**src/verilog/mcr_params.svh**
```systemverilog
`ifndef MCR_PARAMS_SVH
`define MCR_PARAMS_SVH
// host port addresses
`define MCR_PORT_STAGE0      3'h0
`define MCR_PORT_STAGE1      3'h1
`define MCR_PORT_STAGE2      3'h2
`define MCR_PORT_STAGE3      3'h3
`define MCR_PORT_LOAD        3'h4
`define MCR_PORT_RDIDX       3'h5
`define MCR_PORT_MEMADDR     3'h6
// control word indices
`define MCR_IDX_MEMCTL       5'h00
`define MCR_IDX_CONFIG       5'h01
`define MCR_IDX_FIFOIO       5'h02
// reset values and writable masks
`define MCR_MEMCTL_RESET     8'h00
`define MCR_MEMCTL_MASK      8'h7F
`define MCR_CONFIG_RESET     32'h0000_602B
`define MCR_FIFOIO_RESET     32'h0000_0000
`define MCR_FIFOIO_MASK      32'hFFFC_0000
// memory access control fields
`define MCR_MC_AUTOINC       6
`define MCR_MC_DIR           5
`define MCR_MC_SEL           4:2
`define MCR_MC_WSEL          1:0
// device configuration fields
`define MCR_CFG_COUNT        31:16
`define MCR_CFG_CNTMODE      15
`define MCR_CFG_FASTDAC      14
`define MCR_CFG_FINALBYP     13
`define MCR_CFG_HALFTAP      12
`define MCR_CFG_INTERP       11:10
`define MCR_CFG_WIDTH        9:6
`define MCR_CFG_SINCBYP      5
`define MCR_CFG_HBEN         4
`define MCR_CFG_SHAPEBYP     3
`define MCR_CFG_DEC2         2
`define MCR_CFG_MAPBYP       1
`define MCR_CFG_FIFOBYP      0
// fifo and io control fields
`define MCR_FIO_FREQ         31:24
`define MCR_FIO_STOPFULL     23
`define MCR_FIO_EMPTYZERO    22
`define MCR_FIO_THRMODE      21:20
`define MCR_FIO_TXZERO       19
`define MCR_FIO_WRUNGATED    18
// memory select codes
`define MCR_SEL_NONE         3'h0
`define MCR_SEL_ICOEF        3'h1
`define MCR_SEL_QCOEF        3'h2
`define MCR_SEL_IQCOEF       3'h3
`define MCR_SEL_MAP          3'h4
`define MCR_SEL_FIFO         3'h5
// interpolation codes and factors
`define MCR_INTERP_4X        2'h0
`define MCR_INTERP_8X        2'h1
`define MCR_INTERP_16X       2'h2
`define MCR_FACTOR_4X        5'h04
`define MCR_FACTOR_8X        5'h08
`define MCR_FACTOR_16X       5'h10
`define MCR_FACTOR_NONE      5'h00
`endif

```
**src/verilog/mcr_pkg.sv**
```systemverilog
package mcr_pkg;
  typedef logic [31:0] mcr_word_type;
  typedef logic [7:0]  mcr_byte_type;
  typedef enum logic [1:0] {THR_OFF, THR_PLAIN, THR_FREQ, THR_LAG} mcr_thresh_type;
endpackage : mcr_pkg

```
**src/verilog/mcr_config_registers.sv**
```systemverilog
`timescale 1ns/1ns
`include "mcr_params.svh"
module mcr_config_registers #(
  parameter int SAMPLE_W = 16
) (
  // clock and reset
  input  wire logic                clk,
  input  wire logic                reset,
  input  wire logic                ce,
  // host byte port
  input  wire logic                hostWrite,
  input  wire logic                hostRead,
  input  wire logic [2:0]          hostAddr,
  input  wire logic [7:0]          hostDataBusIn,
  output      logic [7:0]          hostDataBusOut,
  output      logic                hostDataBusOe,
  // memory access control
  input  wire logic                memWordDone,
  output      logic [7:0]          memAddr,
  output      logic [1:0]          memWordSelect,
  output      logic                memRead,
  output      logic                memWrite,
  output      logic                iCoeffMemorySel,
  output      logic                qCoeffMemorySel,
  output      logic                constMapSel,
  output      logic                fifoMemSel,
  // datapath configuration
  output      logic [15:0]         symbolCountLimit,
  output      logic                symbolCounterMode,
  output      logic                fastDacDelay,
  output      logic                finalInterpBypass,
  output      logic                halfTapMode,
  output      logic [4:0]          interpFactor,
  output      logic [5:0]          symbolBitCount,
  output      logic                sincCompBypass,
  output      logic                halfBandEnable,
  output      logic                shapingBypass,
  output      logic                shapingDecimate,
  output      logic                constMapBypass,
  output      logic                inputFifoBypass,
  // fifo threshold control
  output      logic [7:0]          fifoFreqTerm,
  output      logic                thresholdEnable,
  output      logic                fifoFlagEnable,
  output      logic                modifyFreqError,
  output      logic                forceLagLimit,
  // fifo write path
  input  wire logic                transmitEnablePin,
  input  wire logic                fifoFull,
  input  wire logic                fifoEmpty,
  input  wire logic                fifoReadsGated,
  input  wire logic [SAMPLE_W-1:0] sampleInData,
  input  wire logic                sampleInValid,
  output      logic                sampleInReady,
  output      logic [SAMPLE_W-1:0] fifoWriteData,
  output      logic                fifoWriteValid,
  input  wire logic                fifoWriteReady,
  // fifo read path
  input  wire logic [SAMPLE_W-1:0] fifoReadData,
  output      logic [SAMPLE_W-1:0] fifoBlockData
);

  ////////////////////////////////////////////////////////////////////////////
  // helpers

  function automatic logic [5:0] bitCount(input logic [3:0] code, input logic doubled);
    logic [5:0] base;
    base = {2'h0, code} + 6'h01;
    return doubled ? {base[4:0], 1'h0} : base;
  endfunction : bitCount

  function automatic logic [4:0] factorOf(input logic [1:0] code);
    case (code)
      `MCR_INTERP_4X:  return `MCR_FACTOR_4X;
      `MCR_INTERP_8X:  return `MCR_FACTOR_8X;
      `MCR_INTERP_16X: return `MCR_FACTOR_16X;
      default:         return `MCR_FACTOR_NONE;
    endcase
  endfunction : factorOf

  ////////////////////////////////////////////////////////////////////////////
  // host port and control words

  mcr_pkg::mcr_word_type staging_r, staging_nxt;
  mcr_pkg::mcr_word_type config_r, config_nxt;
  mcr_pkg::mcr_word_type fifoIo_r, fifoIo_nxt;
  mcr_pkg::mcr_byte_type memCtl_r, memCtl_nxt;
  logic [4:0]            readIdx_r, readIdx_nxt;
  logic [7:0]            memAddr_r, memAddr_nxt;
  logic [7:0]            readByte_r, readByte_nxt;
  logic                  readOe_r, readOe_nxt;
  mcr_pkg::mcr_word_type readWord;
  logic                  loadStrobe;

  assign loadStrobe = hostWrite && (hostAddr == `MCR_PORT_LOAD);

  always_comb begin
    staging_nxt  = staging_r;
    config_nxt   = config_r;
    fifoIo_nxt   = fifoIo_r;
    memCtl_nxt   = memCtl_r;
    readIdx_nxt  = readIdx_r;
    memAddr_nxt  = memAddr_r;
    readWord     = 32'h0000_0000;
    if (hostWrite) begin
      case (hostAddr)
        `MCR_PORT_STAGE0:  staging_nxt[7:0]   = hostDataBusIn;
        `MCR_PORT_STAGE1:  staging_nxt[15:8]  = hostDataBusIn;
        `MCR_PORT_STAGE2:  staging_nxt[23:16] = hostDataBusIn;
        `MCR_PORT_STAGE3:  staging_nxt[31:24] = hostDataBusIn;
        `MCR_PORT_RDIDX:   readIdx_nxt        = hostDataBusIn[4:0];
        `MCR_PORT_MEMADDR: memAddr_nxt        = hostDataBusIn;
        default: ;
      endcase
    end
    if (loadStrobe) begin
      case (hostDataBusIn[4:0])
        `MCR_IDX_MEMCTL: memCtl_nxt = staging_r[7:0] & `MCR_MEMCTL_MASK;
        `MCR_IDX_CONFIG: config_nxt = staging_r;
        `MCR_IDX_FIFOIO: fifoIo_nxt = staging_r & `MCR_FIFOIO_MASK;
        default: ;
      endcase
    end
    // host address load wins over an increment in the same cycle
    if (memWordDone && memCtl_r[`MCR_MC_AUTOINC] &&
        !(hostWrite && hostAddr == `MCR_PORT_MEMADDR)) begin
      memAddr_nxt = memAddr_r + 8'h01;
    end
    case (readIdx_r)
      `MCR_IDX_MEMCTL: readWord = {24'h00_0000, memCtl_r};
      `MCR_IDX_CONFIG: readWord = config_r;
      `MCR_IDX_FIFOIO: readWord = fifoIo_r;
      default:         readWord = 32'h0000_0000;
    endcase
    readOe_nxt = hostRead;
    case (hostAddr)
      `MCR_PORT_STAGE0: readByte_nxt = readWord[7:0];
      `MCR_PORT_STAGE1: readByte_nxt = readWord[15:8];
      `MCR_PORT_STAGE2: readByte_nxt = readWord[23:16];
      `MCR_PORT_STAGE3: readByte_nxt = readWord[31:24];
      default:          readByte_nxt = 8'h00;
    endcase
    if (!hostRead) begin
      readByte_nxt = readByte_r;
    end
  end

  always_ff @(posedge clk) begin
    if (reset) begin
      staging_r  <= 32'h0000_0000;
      config_r   <= `MCR_CONFIG_RESET;
      fifoIo_r   <= `MCR_FIFOIO_RESET;
      memCtl_r   <= `MCR_MEMCTL_RESET;
      readIdx_r  <= 5'h00;
      memAddr_r  <= 8'h00;
      readByte_r <= 8'h00;
      readOe_r   <= 1'h0;
    end else if (ce) begin
      staging_r  <= staging_nxt;
      config_r   <= config_nxt;
      fifoIo_r   <= fifoIo_nxt;
      memCtl_r   <= memCtl_nxt;
      readIdx_r  <= readIdx_nxt;
      memAddr_r  <= memAddr_nxt;
      readByte_r <= readByte_nxt;
      readOe_r   <= readOe_nxt;
    end
  end

  assign hostDataBusOut = readByte_r;
  assign hostDataBusOe  = readOe_r;

  ////////////////////////////////////////////////////////////////////////////
  // decoded controls

  logic [2:0]             memSel;
  logic                   memSelValid;
  mcr_pkg::mcr_thresh_type thrMode;

  assign memSel        = memCtl_r[`MCR_MC_SEL];
  // undefined select codes act as no access
  assign memSelValid   = (memSel != `MCR_SEL_NONE) && (memSel <= `MCR_SEL_FIFO);
  assign memAddr       = memAddr_r;
  assign memWordSelect = memCtl_r[`MCR_MC_WSEL];
  assign memRead       = memSelValid && memCtl_r[`MCR_MC_DIR];
  assign memWrite      = memSelValid && !memCtl_r[`MCR_MC_DIR];
  assign iCoeffMemorySel = (memSel == `MCR_SEL_ICOEF) || (memSel == `MCR_SEL_IQCOEF);
  assign qCoeffMemorySel = (memSel == `MCR_SEL_QCOEF) || (memSel == `MCR_SEL_IQCOEF);
  assign constMapSel   = (memSel == `MCR_SEL_MAP);
  assign fifoMemSel    = (memSel == `MCR_SEL_FIFO);

  assign symbolCountLimit  = config_r[`MCR_CFG_COUNT];
  assign symbolCounterMode = config_r[`MCR_CFG_CNTMODE];
  assign fastDacDelay      = config_r[`MCR_CFG_FASTDAC];
  assign finalInterpBypass = config_r[`MCR_CFG_FINALBYP];
  assign halfTapMode       = config_r[`MCR_CFG_HALFTAP];
  assign interpFactor      = factorOf(config_r[`MCR_CFG_INTERP]);
  assign symbolBitCount    = bitCount(config_r[`MCR_CFG_WIDTH], config_r[`MCR_CFG_HALFTAP]);
  assign sincCompBypass    = config_r[`MCR_CFG_SINCBYP];
  assign halfBandEnable    = config_r[`MCR_CFG_HBEN];
  assign shapingBypass     = config_r[`MCR_CFG_SHAPEBYP];
  assign shapingDecimate   = config_r[`MCR_CFG_DEC2];
  assign constMapBypass    = config_r[`MCR_CFG_MAPBYP];
  assign inputFifoBypass   = config_r[`MCR_CFG_FIFOBYP];

  assign fifoFreqTerm    = fifoIo_r[`MCR_FIO_FREQ];
  assign thrMode         = mcr_pkg::mcr_thresh_type'(fifoIo_r[`MCR_FIO_THRMODE]);
  assign thresholdEnable = (thrMode != mcr_pkg::THR_OFF);
  assign fifoFlagEnable  = (thrMode != mcr_pkg::THR_OFF);
  assign modifyFreqError = (thrMode == mcr_pkg::THR_FREQ);
  assign forceLagLimit   = (thrMode == mcr_pkg::THR_LAG);

  ////////////////////////////////////////////////////////////////////////////
  // two-entry buffer in front of the fifo write port

  logic [SAMPLE_W-1:0] slot_r [2];
  logic [SAMPLE_W-1:0] slot_nxt [2];
  logic                wrPtr_r, wrPtr_nxt;
  logic                rdPtr_r, rdPtr_nxt;
  logic [1:0]          count_r, count_nxt;
  logic                writeAllow;
  logic                push;
  logic                pop;

  // stalled writes hold the word here and back-pressure the source
  assign writeAllow = !(fifoIo_r[`MCR_FIO_STOPFULL] && fifoFull) &&
                      (fifoIo_r[`MCR_FIO_WRUNGATED] || transmitEnablePin);
  assign sampleInReady  = (count_r != 2'h2);
  assign fifoWriteValid = (count_r != 2'h0) && writeAllow;
  assign fifoWriteData  = slot_r[rdPtr_r];
  assign push = sampleInValid && sampleInReady;
  assign pop  = fifoWriteValid && fifoWriteReady;

  always_comb begin
    slot_nxt[0] = slot_r[0];
    slot_nxt[1] = slot_r[1];
    wrPtr_nxt   = wrPtr_r;
    rdPtr_nxt   = rdPtr_r;
    count_nxt   = count_r;
    if (push) begin
      slot_nxt[wrPtr_r] = sampleInData;
      wrPtr_nxt         = !wrPtr_r;
    end
    if (pop) begin
      rdPtr_nxt = !rdPtr_r;
    end
    case ({push, pop})
      2'h2:    count_nxt = count_r + 2'h1;
      2'h1:    count_nxt = count_r - 2'h1;
      default: count_nxt = count_r;
    endcase
  end

  always_ff @(posedge clk) begin
    if (reset) begin
      slot_r[0] <= '0;
      slot_r[1] <= '0;
      wrPtr_r   <= 1'h0;
      rdPtr_r   <= 1'h0;
      count_r   <= 2'h0;
    end else if (ce) begin
      slot_r[0] <= slot_nxt[0];
      slot_r[1] <= slot_nxt[1];
      wrPtr_r   <= wrPtr_nxt;
      rdPtr_r   <= rdPtr_nxt;
      count_r   <= count_nxt;
    end
  end

  ////////////////////////////////////////////////////////////////////////////
  // fifo read data with zero forcing

  logic [SAMPLE_W-1:0] blockData_r, blockData_nxt;
  logic                forceZero;

  assign forceZero = (fifoIo_r[`MCR_FIO_EMPTYZERO] && fifoEmpty) ||
                     (fifoIo_r[`MCR_FIO_TXZERO] && fifoReadsGated && !transmitEnablePin);

  always_comb begin
    blockData_nxt = forceZero ? '0 : fifoReadData;
  end

  always_ff @(posedge clk) begin
    if (reset) begin
      blockData_r <= '0;
    end else if (ce) begin
      blockData_r <= blockData_nxt;
    end
  end

  assign fifoBlockData = blockData_r;

  ////////////////////////////////////////////////////////////////////////////
  // checks

  AST_AUTOINC: assert property (@(posedge clk) disable iff (reset)
    ce && memWordDone && memCtl_r[`MCR_MC_AUTOINC] && !(hostWrite && hostAddr == `MCR_PORT_MEMADDR)
    |=> memAddr == $past(memAddr) + 8'h01)
    else $error("memory address did not advance");

  AST_NOINC: assert property (@(posedge clk) disable iff (reset)
    ce && !memCtl_r[`MCR_MC_AUTOINC] && !(hostWrite && hostAddr == `MCR_PORT_MEMADDR) |=> $stable(memAddr))
    else $error("memory address moved without auto increment");

  AST_DIR: assert property (@(posedge clk) disable iff (reset)
    memSelValid |-> (memRead == memCtl_r[`MCR_MC_DIR]) && (memWrite != memRead))
    else $error("memory direction wrong");

  AST_NOSEL: assert property (@(posedge clk) disable iff (reset)
    !memSelValid |-> !(memRead || memWrite || iCoeffMemorySel || qCoeffMemorySel || constMapSel || fifoMemSel))
    else $error("access active without valid select");

  AST_LOAD: assert property (@(posedge clk) disable iff (reset)
    ce && loadStrobe && hostDataBusIn[4:0] == `MCR_IDX_CONFIG |=> config_r == $past(staging_r))
    else $error("staging word not transferred");

  AST_STAGE_READ: assert property (@(posedge clk) disable iff (reset)
    ce && hostWrite && hostAddr == `MCR_PORT_STAGE3 ##1 ce && hostWrite && hostAddr == `MCR_PORT_LOAD
    && hostDataBusIn[4:0] == `MCR_IDX_FIFOIO |=> fifoIo_r[`MCR_FIO_FREQ] == $past(hostDataBusIn, 2))
    else $error("staged byte lost");

  AST_RESET_CFG: assert property (@(posedge clk) disable iff (reset)
    $past(reset) |-> finalInterpBypass && sincCompBypass && shapingBypass && constMapBypass
    && inputFifoBypass && !halfBandEnable && !symbolCounterMode && symbolCountLimit == 16'h0000)
    else $error("configuration reset value wrong");

  AST_INTERP: assert property (@(posedge clk) disable iff (reset)
    interpFactor == ((config_r[`MCR_CFG_INTERP] == `MCR_INTERP_4X) ? `MCR_FACTOR_4X :
                     (config_r[`MCR_CFG_INTERP] == `MCR_INTERP_8X) ? `MCR_FACTOR_8X :
                     (config_r[`MCR_CFG_INTERP] == `MCR_INTERP_16X) ? `MCR_FACTOR_16X : `MCR_FACTOR_NONE))
    else $error("interpolation factor wrong");

  AST_WIDTH: assert property (@(posedge clk) disable iff (reset)
    symbolBitCount == (halfTapMode ? ({2'h0, config_r[`MCR_CFG_WIDTH]} + 6'h01) * 6'h02
                                   : {2'h0, config_r[`MCR_CFG_WIDTH]} + 6'h01))
    else $error("symbol bit count wrong");

  AST_FULLSTOP: assert property (@(posedge clk) disable iff (reset)
    fifoIo_r[`MCR_FIO_STOPFULL] && fifoFull |-> !fifoWriteValid)
    else $error("fifo written while full");

  AST_WRGATE: assert property (@(posedge clk) disable iff (reset)
    !fifoIo_r[`MCR_FIO_WRUNGATED] && !transmitEnablePin |-> !fifoWriteValid)
    else $error("fifo write not gated by transmit enable");

  AST_EMPTYZERO: assert property (@(posedge clk) disable iff (reset)
    ce && fifoIo_r[`MCR_FIO_EMPTYZERO] && fifoEmpty |=> fifoBlockData == '0)
    else $error("empty fifo data not zeroed");

  AST_TXZERO: assert property (@(posedge clk) disable iff (reset)
    ce && fifoIo_r[`MCR_FIO_TXZERO] && fifoReadsGated && !transmitEnablePin |=> fifoBlockData == '0)
    else $error("gated fifo data not zeroed");

  AST_HOLD: assert property (@(posedge clk) disable iff (reset)
    fifoWriteValid && !fifoWriteReady && ce && writeAllow |=> (count_r != 2'h0) && $stable(fifoWriteData))
    else $error("stalled word lost");

endmodule : mcr_config_registers

```
**config.mk**
```make
export PLATFORM = sky130hd
export DESIGN_NAME = mcr_config_registers
export DESIGN_NICKNAME = d
export VERILOG_FILES = /design/src/verilog/mcr_pkg.sv /design/src/verilog/mcr_config_registers.sv
export VERILOG_INCLUDE_DIRS = /design/src /design/src/verilog
export SDC_FILE = /design/constraint.sdc
export NUM_CORES = 1
export LEC_CHECK = 0
export BUFFER_PORTS_ARGS = -buffer_cell sky130_fd_sc_hd__buf_2
export CAP_MARGIN = 10
export CORE_MARGIN = 1
export CORE_UTILIZATION = 55
export CTS_BUF_LIST = sky130_fd_sc_hd__clkbuf_16
export CTS_CLUSTER_DIAMETER = 40
export DETAILED_ROUTE_END_ITERATION = 7
export PLACE_DENSITY = 0.86
export SLEW_MARGIN = 20
export SYNTH_ARGS = -nofsm -noshare
export SYNTH_HDL_FRONTEND = slang
export SYNTH_SLANG_ARGS = --single-unit
```
**constraint.sdc**
```tcl
create_clock -name clk -period 2.6 [get_ports clk]
set_input_delay 0.26 -clock clk [delete_from_list [all_inputs] [get_ports clk]]
set_output_delay 0.26 -clock clk [all_outputs]
set_load 0.005 [all_outputs]
```
==> results of run 1 <==
[per-layer routing]
metal	wire (µm)	global-route usage	share of wire
met1	7983	0.3335	0.43
met2	9075	0.4346	0.49
met3	1282	0.05894	0.069
met4	342	0.1086	0.018
met5	0	0	0
[state kept, by name (all words and copies together) (netlist names), named ones only]
name and flops:
memCtl_r 7, config_r 32, fifoBlockData 16, slot_r 32
staging_r 32, hostDataBusOut 8, memAddr 8, rdPtr_r 1
fifoIo_r 14, readIdx_r 5, wrPtr_r 1, hostDataBusOe 1
count_r 2
[kinds of logic (layout without fill, tap and decap cells)]
kind of cell    count (synthesis)  after routing  synth area share
flops                         160            160            0.4632
other cells                     1              5         0.0004929
compound gates                 93             93           0.08553
xor+xnor                        6              6          0.006909
fa+ha+maj                       3              3          0.004935
buf+inv                        94            219           0.07039
mux                           151            151            0.2030
simple gates                  260            260            0.1656
[per-stage QoR]
stage                     cell area (µm²)  instances    util
final                                8865       1073  0.6641
after global routing                 8860       1071  0.6638
after CTS                            8857       1070  0.6636
after detailed placement             8279       1038  0.6203
after global placement               8279       1038  0.6203
after floorplan                      7611        769       -
[report_power, final]
part	switching (mW)	total (mW)	leakage [nW]	internal, mW
Sequential	0.0488	2.66	1.38	2.61
Combinational	0.246	0.429	2.33	0.183
Clock	0.965	2.45	0.287	1.48
[cells in the final DEF, fill, tap and decap left out, drive strengths merged, types with 6 or more instances in the layout]
master    n
buf     175
nor2    153
dfxtp   128
mux2i   125
edfxtp   32
mux2     26
nand2    18
o21ai    18
a21oi    17
clkbuf   17
a22oi    16
nor2b    14
inv      14
nor3     14
nand3    10
a22o     10
and2      8
clkinv    8
nand2b    6
a31oi     6
or3       6
a211o     6
a211oi    6
[final timing paths]
| kind | slack [ns] | to | startpoint |
|---|---|---|---|
| min reg2reg | 0.49 | hostDataBusOut[1] | hostDataBusOut[1] |
| max reg2reg | 0.90 | count_r[1] | count_r[0] |
| min | 0.07 | fifoBlockData[6] | fifoReadData[6] |
| max | 0.50 | symbolBitCount[3] | config_r[6] |
[Yosys cell counts (3+ instances only)]
| cell type | count |
|---|---|
| nor2_1 | 153 |
| dfxtp_1 | 128 |
| mux2i_1 | 125 |
| buf_4 | 32 |
| edfxtp_1 | 32 |
| clkbuf_1 | 30 |
| mux2_2 | 26 |
| nand2_1 | 18 |
| a21oi_1 | 17 |
| a22oi_1 | 16 |
| o21ai_0 | 16 |
| nor2b_1 | 14 |
| nor3_1 | 12 |
| buf_2 | 11 |
| a22o_1 | 10 |
| inv_1 | 10 |
| nand3_1 | 10 |
| a211o_1 | 6 |
| a211oi_1 | 6 |
| a31oi_1 | 6 |
| and2_1 | 6 |
| nand2b_1 | 6 |
| or3_1 | 6 |
| buf_1 | 4 |
| buf_6 | 4 |
| or4_1 | 4 |
| a221oi_1 | 3 |
| and3_1 | 3 |
| ha_1 | 3 |
| nand3b_1 | 3 |
| nand4_1 | 3 |
| nor4_1 | 3 |
| o31ai_1 | 3 |
| xnor2_1 | 3 |
| xor2_1 | 3 |
[worst min-delay path: cells and delay by family]
kind / cells / cell delay [ns]
buffers and inverters: 1 / 0.07
AND/OR/NAND/NOR: 1 / 0.07
AO/OA/AOI/OAI: 1 / 0.05
[area by class of cell]
class / count / area [µm²] / share of cell area
Tap cell: 176 / 220.2 / 0.02484
Clock buffer: 17 / 425.4 / 0.04799
Inverter: 12 / 47.55 / 0.005363
Sequential cell: 160 / 3525 / 0.3976
Clock inverter: 15 / 152.6 / 0.01722
Multi-Input combinational cell: 515 / 3558 / 0.4014
Timing Repair Buffer: 175 / 928.4 / 0.1047
Antenna cell: 3 / 7.507 / 0.0008469
==> flow_summary.json, run 1 <==
{
  "rsz0062_at_grt": "no",
  "postCtsHoldBufs": 0,
  "whs_ns": 0.06577,
  "crit_chain": "ha_1, nand2_1, a21oi_1, a31oi_1, a21oi_1, buf_2",
  "clock_latency_ns": 0.43,
  "critPathKind": "register to output port",
  "htree_levels": 4,
  "ir_worst_vdd_uv": 415.4,
  "core_area_um2": 13350,
  "cpMostUsedCell": "a21oi_1",
  "gp_congestion": 0.8780,
  "cp_num_buf_inv": 1,
  "grt_overflow": 0,
  "vias": 6136,
  "drt_pass1_iterations": 5,
  "synth.area.top_cells": "dfxtp_1, mux2i_1, edfxtp_1",
  "yosys_warnings": 0,
  "hold_class": "primary input to register",
  "n_fill_cell": 1033,
  "netlist_area_um2": 7607,
  "drc": 0,
  "grt_use_total": 0.2637,
  "drive_gt1_frac": 0.2696,
  "synth_seq_area_share": 0.4632,
  "cp_slowest_cell": "dfxtp_1",
  "timing.final.crit_share": 0.8088,
  "timing.fmax_mhz": 475.5,
  "finalSetupViolCount": 0,
  "dp_hpwl_um": 12840,
  "cp_data_arrival_time_ns": 1.84,
  "antenna_found_initial": 1,
  "drv_slew": 0,
  "drtIter0Drc": 416,
  "max_stage_delay_ns": 0.50,
  "crit_family": "flip-flops",
  "tns_ns": 0,
  "post_drt_via_cell_ratio": 5.719,
  "cts_resized": 0,
  "cts_buffer_depth": 2,
  "cts_tree": "yes",
  "async_reset_ff_frac": 0,
  "ys_ff_latch": 160,
  "synth-main-ff-cell": "dfxtp_1",
  "syn2layout_area_growth_pct": 16.53,
  "cp.required_ns": 2.34,
  "worstSetupPathDepth": 6,
  "critPathLaunchType": "register",
  "initial_core_util": 0.5699,
  "post-place-ws_ns": 0.7351,
  "leakage_nw": 3.995,
  "yosysTopAreaCell": "dfxtp_1",
  "rows": 42,
  "wl_per_cell_um": 17.41,
  "fin_total_pwr_mw": 5.534,
  "grt_max_degree": 90,
  "grt_pass1_wl_um": 29350,
  "cts.clk_slew.worst_paths_ns": 0.06,
  "post_cts_buffers": 0,
  "reg2reg_depth": 8,
  "path_max_fanout": 8,
  "cts_buffers": 17,
  "port_buffers": 160,
  "syn_avg_cell_area_um2": 9.905,
  "wl_um": 18680,
  "synth_edf_count": 32,
  "drv_cap": 0,
  "clockRootBuffer": "clkbuf_16",
  "status": "complete, no violations",
  "chipHeight_um": 119.6,
  "hold_violations": 0,
  "cts.sinks": 160,
  "grt_pass1_vias": 5710,
  "dieArea_um2": 14310,
  "synth_cell_type_count": 61,
  "nNetsFinal": 939,
  "hold-path-cell-count": 3,
  "postSynthCellCount": 768,
  "synth_top_area_frac": 0.3368,
  "endpoint_kind": "output port",
  "slew-limit-headroom": 0.4994,
  "antenna_left": 0,
  "p_per_area_nw_per_um2": 624.3,
  "ios": 163,
  "finalWorstPathRequiredPeriod_ns": 2.103,
  "worstMarginPinSlew_ns": 0.7499,
  "fin_skew_ns": 0.006722,
  "fin_ws_ns": 0.4970,
  "fp.dieW_um": 119.6
}
No activity file was read; power rests on OpenSTA's default activity.
==> run 2: changes to the inputs <==
CORE_UTILIZATION = 49   (was 55)
PLACE_DENSITY = 0.82   (was 0.86)
clock period = 1.9 ns   (was 2.6 ns; I/O delays follow)
==> run 2 against run 1 <==
  * Count of clock-buffer cells in the layout stayed put
  * Total power is 38% higher
  * Final cell count is 3.1% higher
  * Die area is 12% higher
  * Critical path depth stayed put
  * Utilization is 6.4 points lower
  * Sequential cell count stayed put
  * Register-to-register slack worse by 0.68 ns
  * Highest routed layer unchanged
==> flow_summary.json, run 2 (synthesis results as in run 1) <==
{
  "finalSetupViolCount": 0,
  "startpoint": "config_r[6]",
  "tns_ns": 0,
  "cts.clk_slew.worst_paths_ns": 0.07,
  "post_drt_via_cell_ratio": 5.526,
  "initial_core_util": 0.5004,
  "cts_buffer_depth": 2,
  "grt_overflow": 0,
  "crit_end": "symbolBitCount[4]",
  "dp_hpwl_um": 12880,
  "leakage_nw": 4.114,
  "post_cts_buffers": 0,
  "critPathKind": "register to output port",
  "drt_pass1_iterations": 5,
  "nNetsFinal": 963,
  "cts_tree": "yes",
  "chipHeight_um": 126.6,
  "drv_slew": 0,
  "cts.sinks": 160,
  "grt_pass1_vias": 5446,
  "worstSetupPathDepth": 6,
  "hold_class": "primary input to register",
  "grt_max_degree": 53,
  "core_area_um2": 15200,
  "rsz0062_at_grt": "no",
  "clockRootBuffer": "clkbuf_16",
  "cp_num_buf_inv": 2,
  "endpoint_kind": "output port",
  "status": "complete, no violations",
  "cts_buffers": 17,
  "drive_gt1_frac": 0.2843,
  "cp_data_arrival_time_ns": 1.60,
  "reg2reg_depth": 8,
  "ios": 163,
  "vias": 6112,
  "timing.fmax_mhz": 558.5,
  "grt_pass1_wl_um": 28790,
  "antenna_found_initial": 0,
  "cts_resized": 0,
  "hold_start": "fifoReadData[9]",
  "p_per_area_nw_per_um2": 836.3,
  "htree_levels": 4,
  "drv_cap": 0,
  "max_stage_delay_ns": 0.32,
  "critPathLaunchType": "register",
  "hold-path-cell-count": 3,
  "dieArea_um2": 16030,
  "timing.final.crit_share": 0.9424,
  "rows": 45,
  "grt_use_total": 0.2309,
  "drtIter0Drc": 550,
  "worstMarginPinSlew_ns": 0.5483,
  "n_fill_cell": 1295,
  "crit_family": "compound AO/OA/AOI/OAI gates",
  "drc": 0,
  "fp.dieW_um": 126.6,
  "final_common_cell": "buf_2",
  "placed_cells": 1065,
  "clock_latency_ns": 0.42,
  "cp.required_ns": 1.71,
  "final_cell_mix": "buf_2, nor2_1, dfxtp_1",
  "finalNonFillerCells": 1106,
  "wl_per_cell_um": 16.72,
  "crit_chain": "buf_4, nand2_1, nor2_1, a22o_1, a32o_1, buf_2",
  "gp_congestion": 0.8901,
  "whs_ns": 0.01027,
  "finalWorstPathRequiredPeriod_ns": 1.791,
  "port_buffers": 160,
  "top_regs": "config_r: 32 flops, slot_r: 32 flops, staging_r: 32 flops",
  "syn2layout_area_growth_pct": 19.84,
  "antenna_left": 0,
  "hold_violations": 0,
  "r2r-start": "count_r[0]",
  "r2r-end": "count_r[1]",
  "wl_um": 18490,
  "rrSetupSlack_ns": 0.22,
  "path_max_fanout": 7,
  "ir_worst_vdd_uv": 592.2,
  "diodes": 0,
  "fin_skew_ns": 0.007172,
  "cp_slowest_cell": "dfxtp_1",
  "fin_total_pwr_mw": 7.624,
  "slew-limit-headroom": 0.6250
}
run 2: cell count changes in the layout (fill, tap and decap cells not counted), sizes merged, moves of 2 or more:
cell / before / now
inv: 14 / 16
buf: 175 / 190
diode: 3 / 0
dlygate4sd3: 0 / 9
clkinvlp: 2 / 4
clkinv: 8 / 5
run 2: where the power goes:
part           switching, mW  leakage [nW]  internal (mW)
Combinational          0.349          2.46          0.280
Sequential            0.0554          1.38           3.57
Clock                   1.42         0.277           1.95
Total                   1.83          4.11           5.80
run 2: how the worst min path moves through the flow:
stage | to | slack, ns
after global routing | fifoBlockData[8] | 0.01
after global placement | fifoBlockData[12] | 0.42
after detailed placement | fifoBlockData[14] | 0.43
final | fifoBlockData[9] | 0.01
after floorplan | staging_r[28] | 0.33
after CTS | fifoBlockData[9] | 0.0008
run 2: stage by stage:
stage	area, µm²	util	worst slack [ns]
finish	9116	0.5997	0.1093
detailed placement	8441	0.5552	0.1040
floorplan	7614	-	0.3023
global placement	8441	0.5552	0.1797
CTS	9116	0.5997	0.1067
global route	9116	0.5997	0.01452
run 2: layout make-up:
type	count	area, µm²	share of cell area
tap	188	235.2	0.02580
inverter	12	47.55	0.005215
timing repair buffer	199	1169	0.1282
clock inverter	15	160.2	0.01757
clock buffer	17	425.4	0.04666
sequential	160	3525	0.3866
multi-input combinational	515	3555	0.3899
run 2: what timing repair did:
item	in CTS	in global routing
hold buffers	9	0
endpoints found under the hold margin	9	0
endpoints found under the setup margin	0	0
run 2: tightest hold or removal path, stage by stage:
cell and delay (ns):
buf_2 0.07, a22oi_1 0.05, nor2_1 0.07
run 2: layer usage:
layer | wire length (µm) | up-vias | part of all wire | track usage
met5 | 0 | - | 0 | 0
met3 | 1176 | 39 | 0.064 | 0.04850
met2 | 8628 | 241 | 0.47 | 0.3637
met1 | 8265 | 2883 | 0.45 | 0.3115
met4 | 420 | 0 | 0.023 | 0.08859
li1 | - | 2949 | - | -
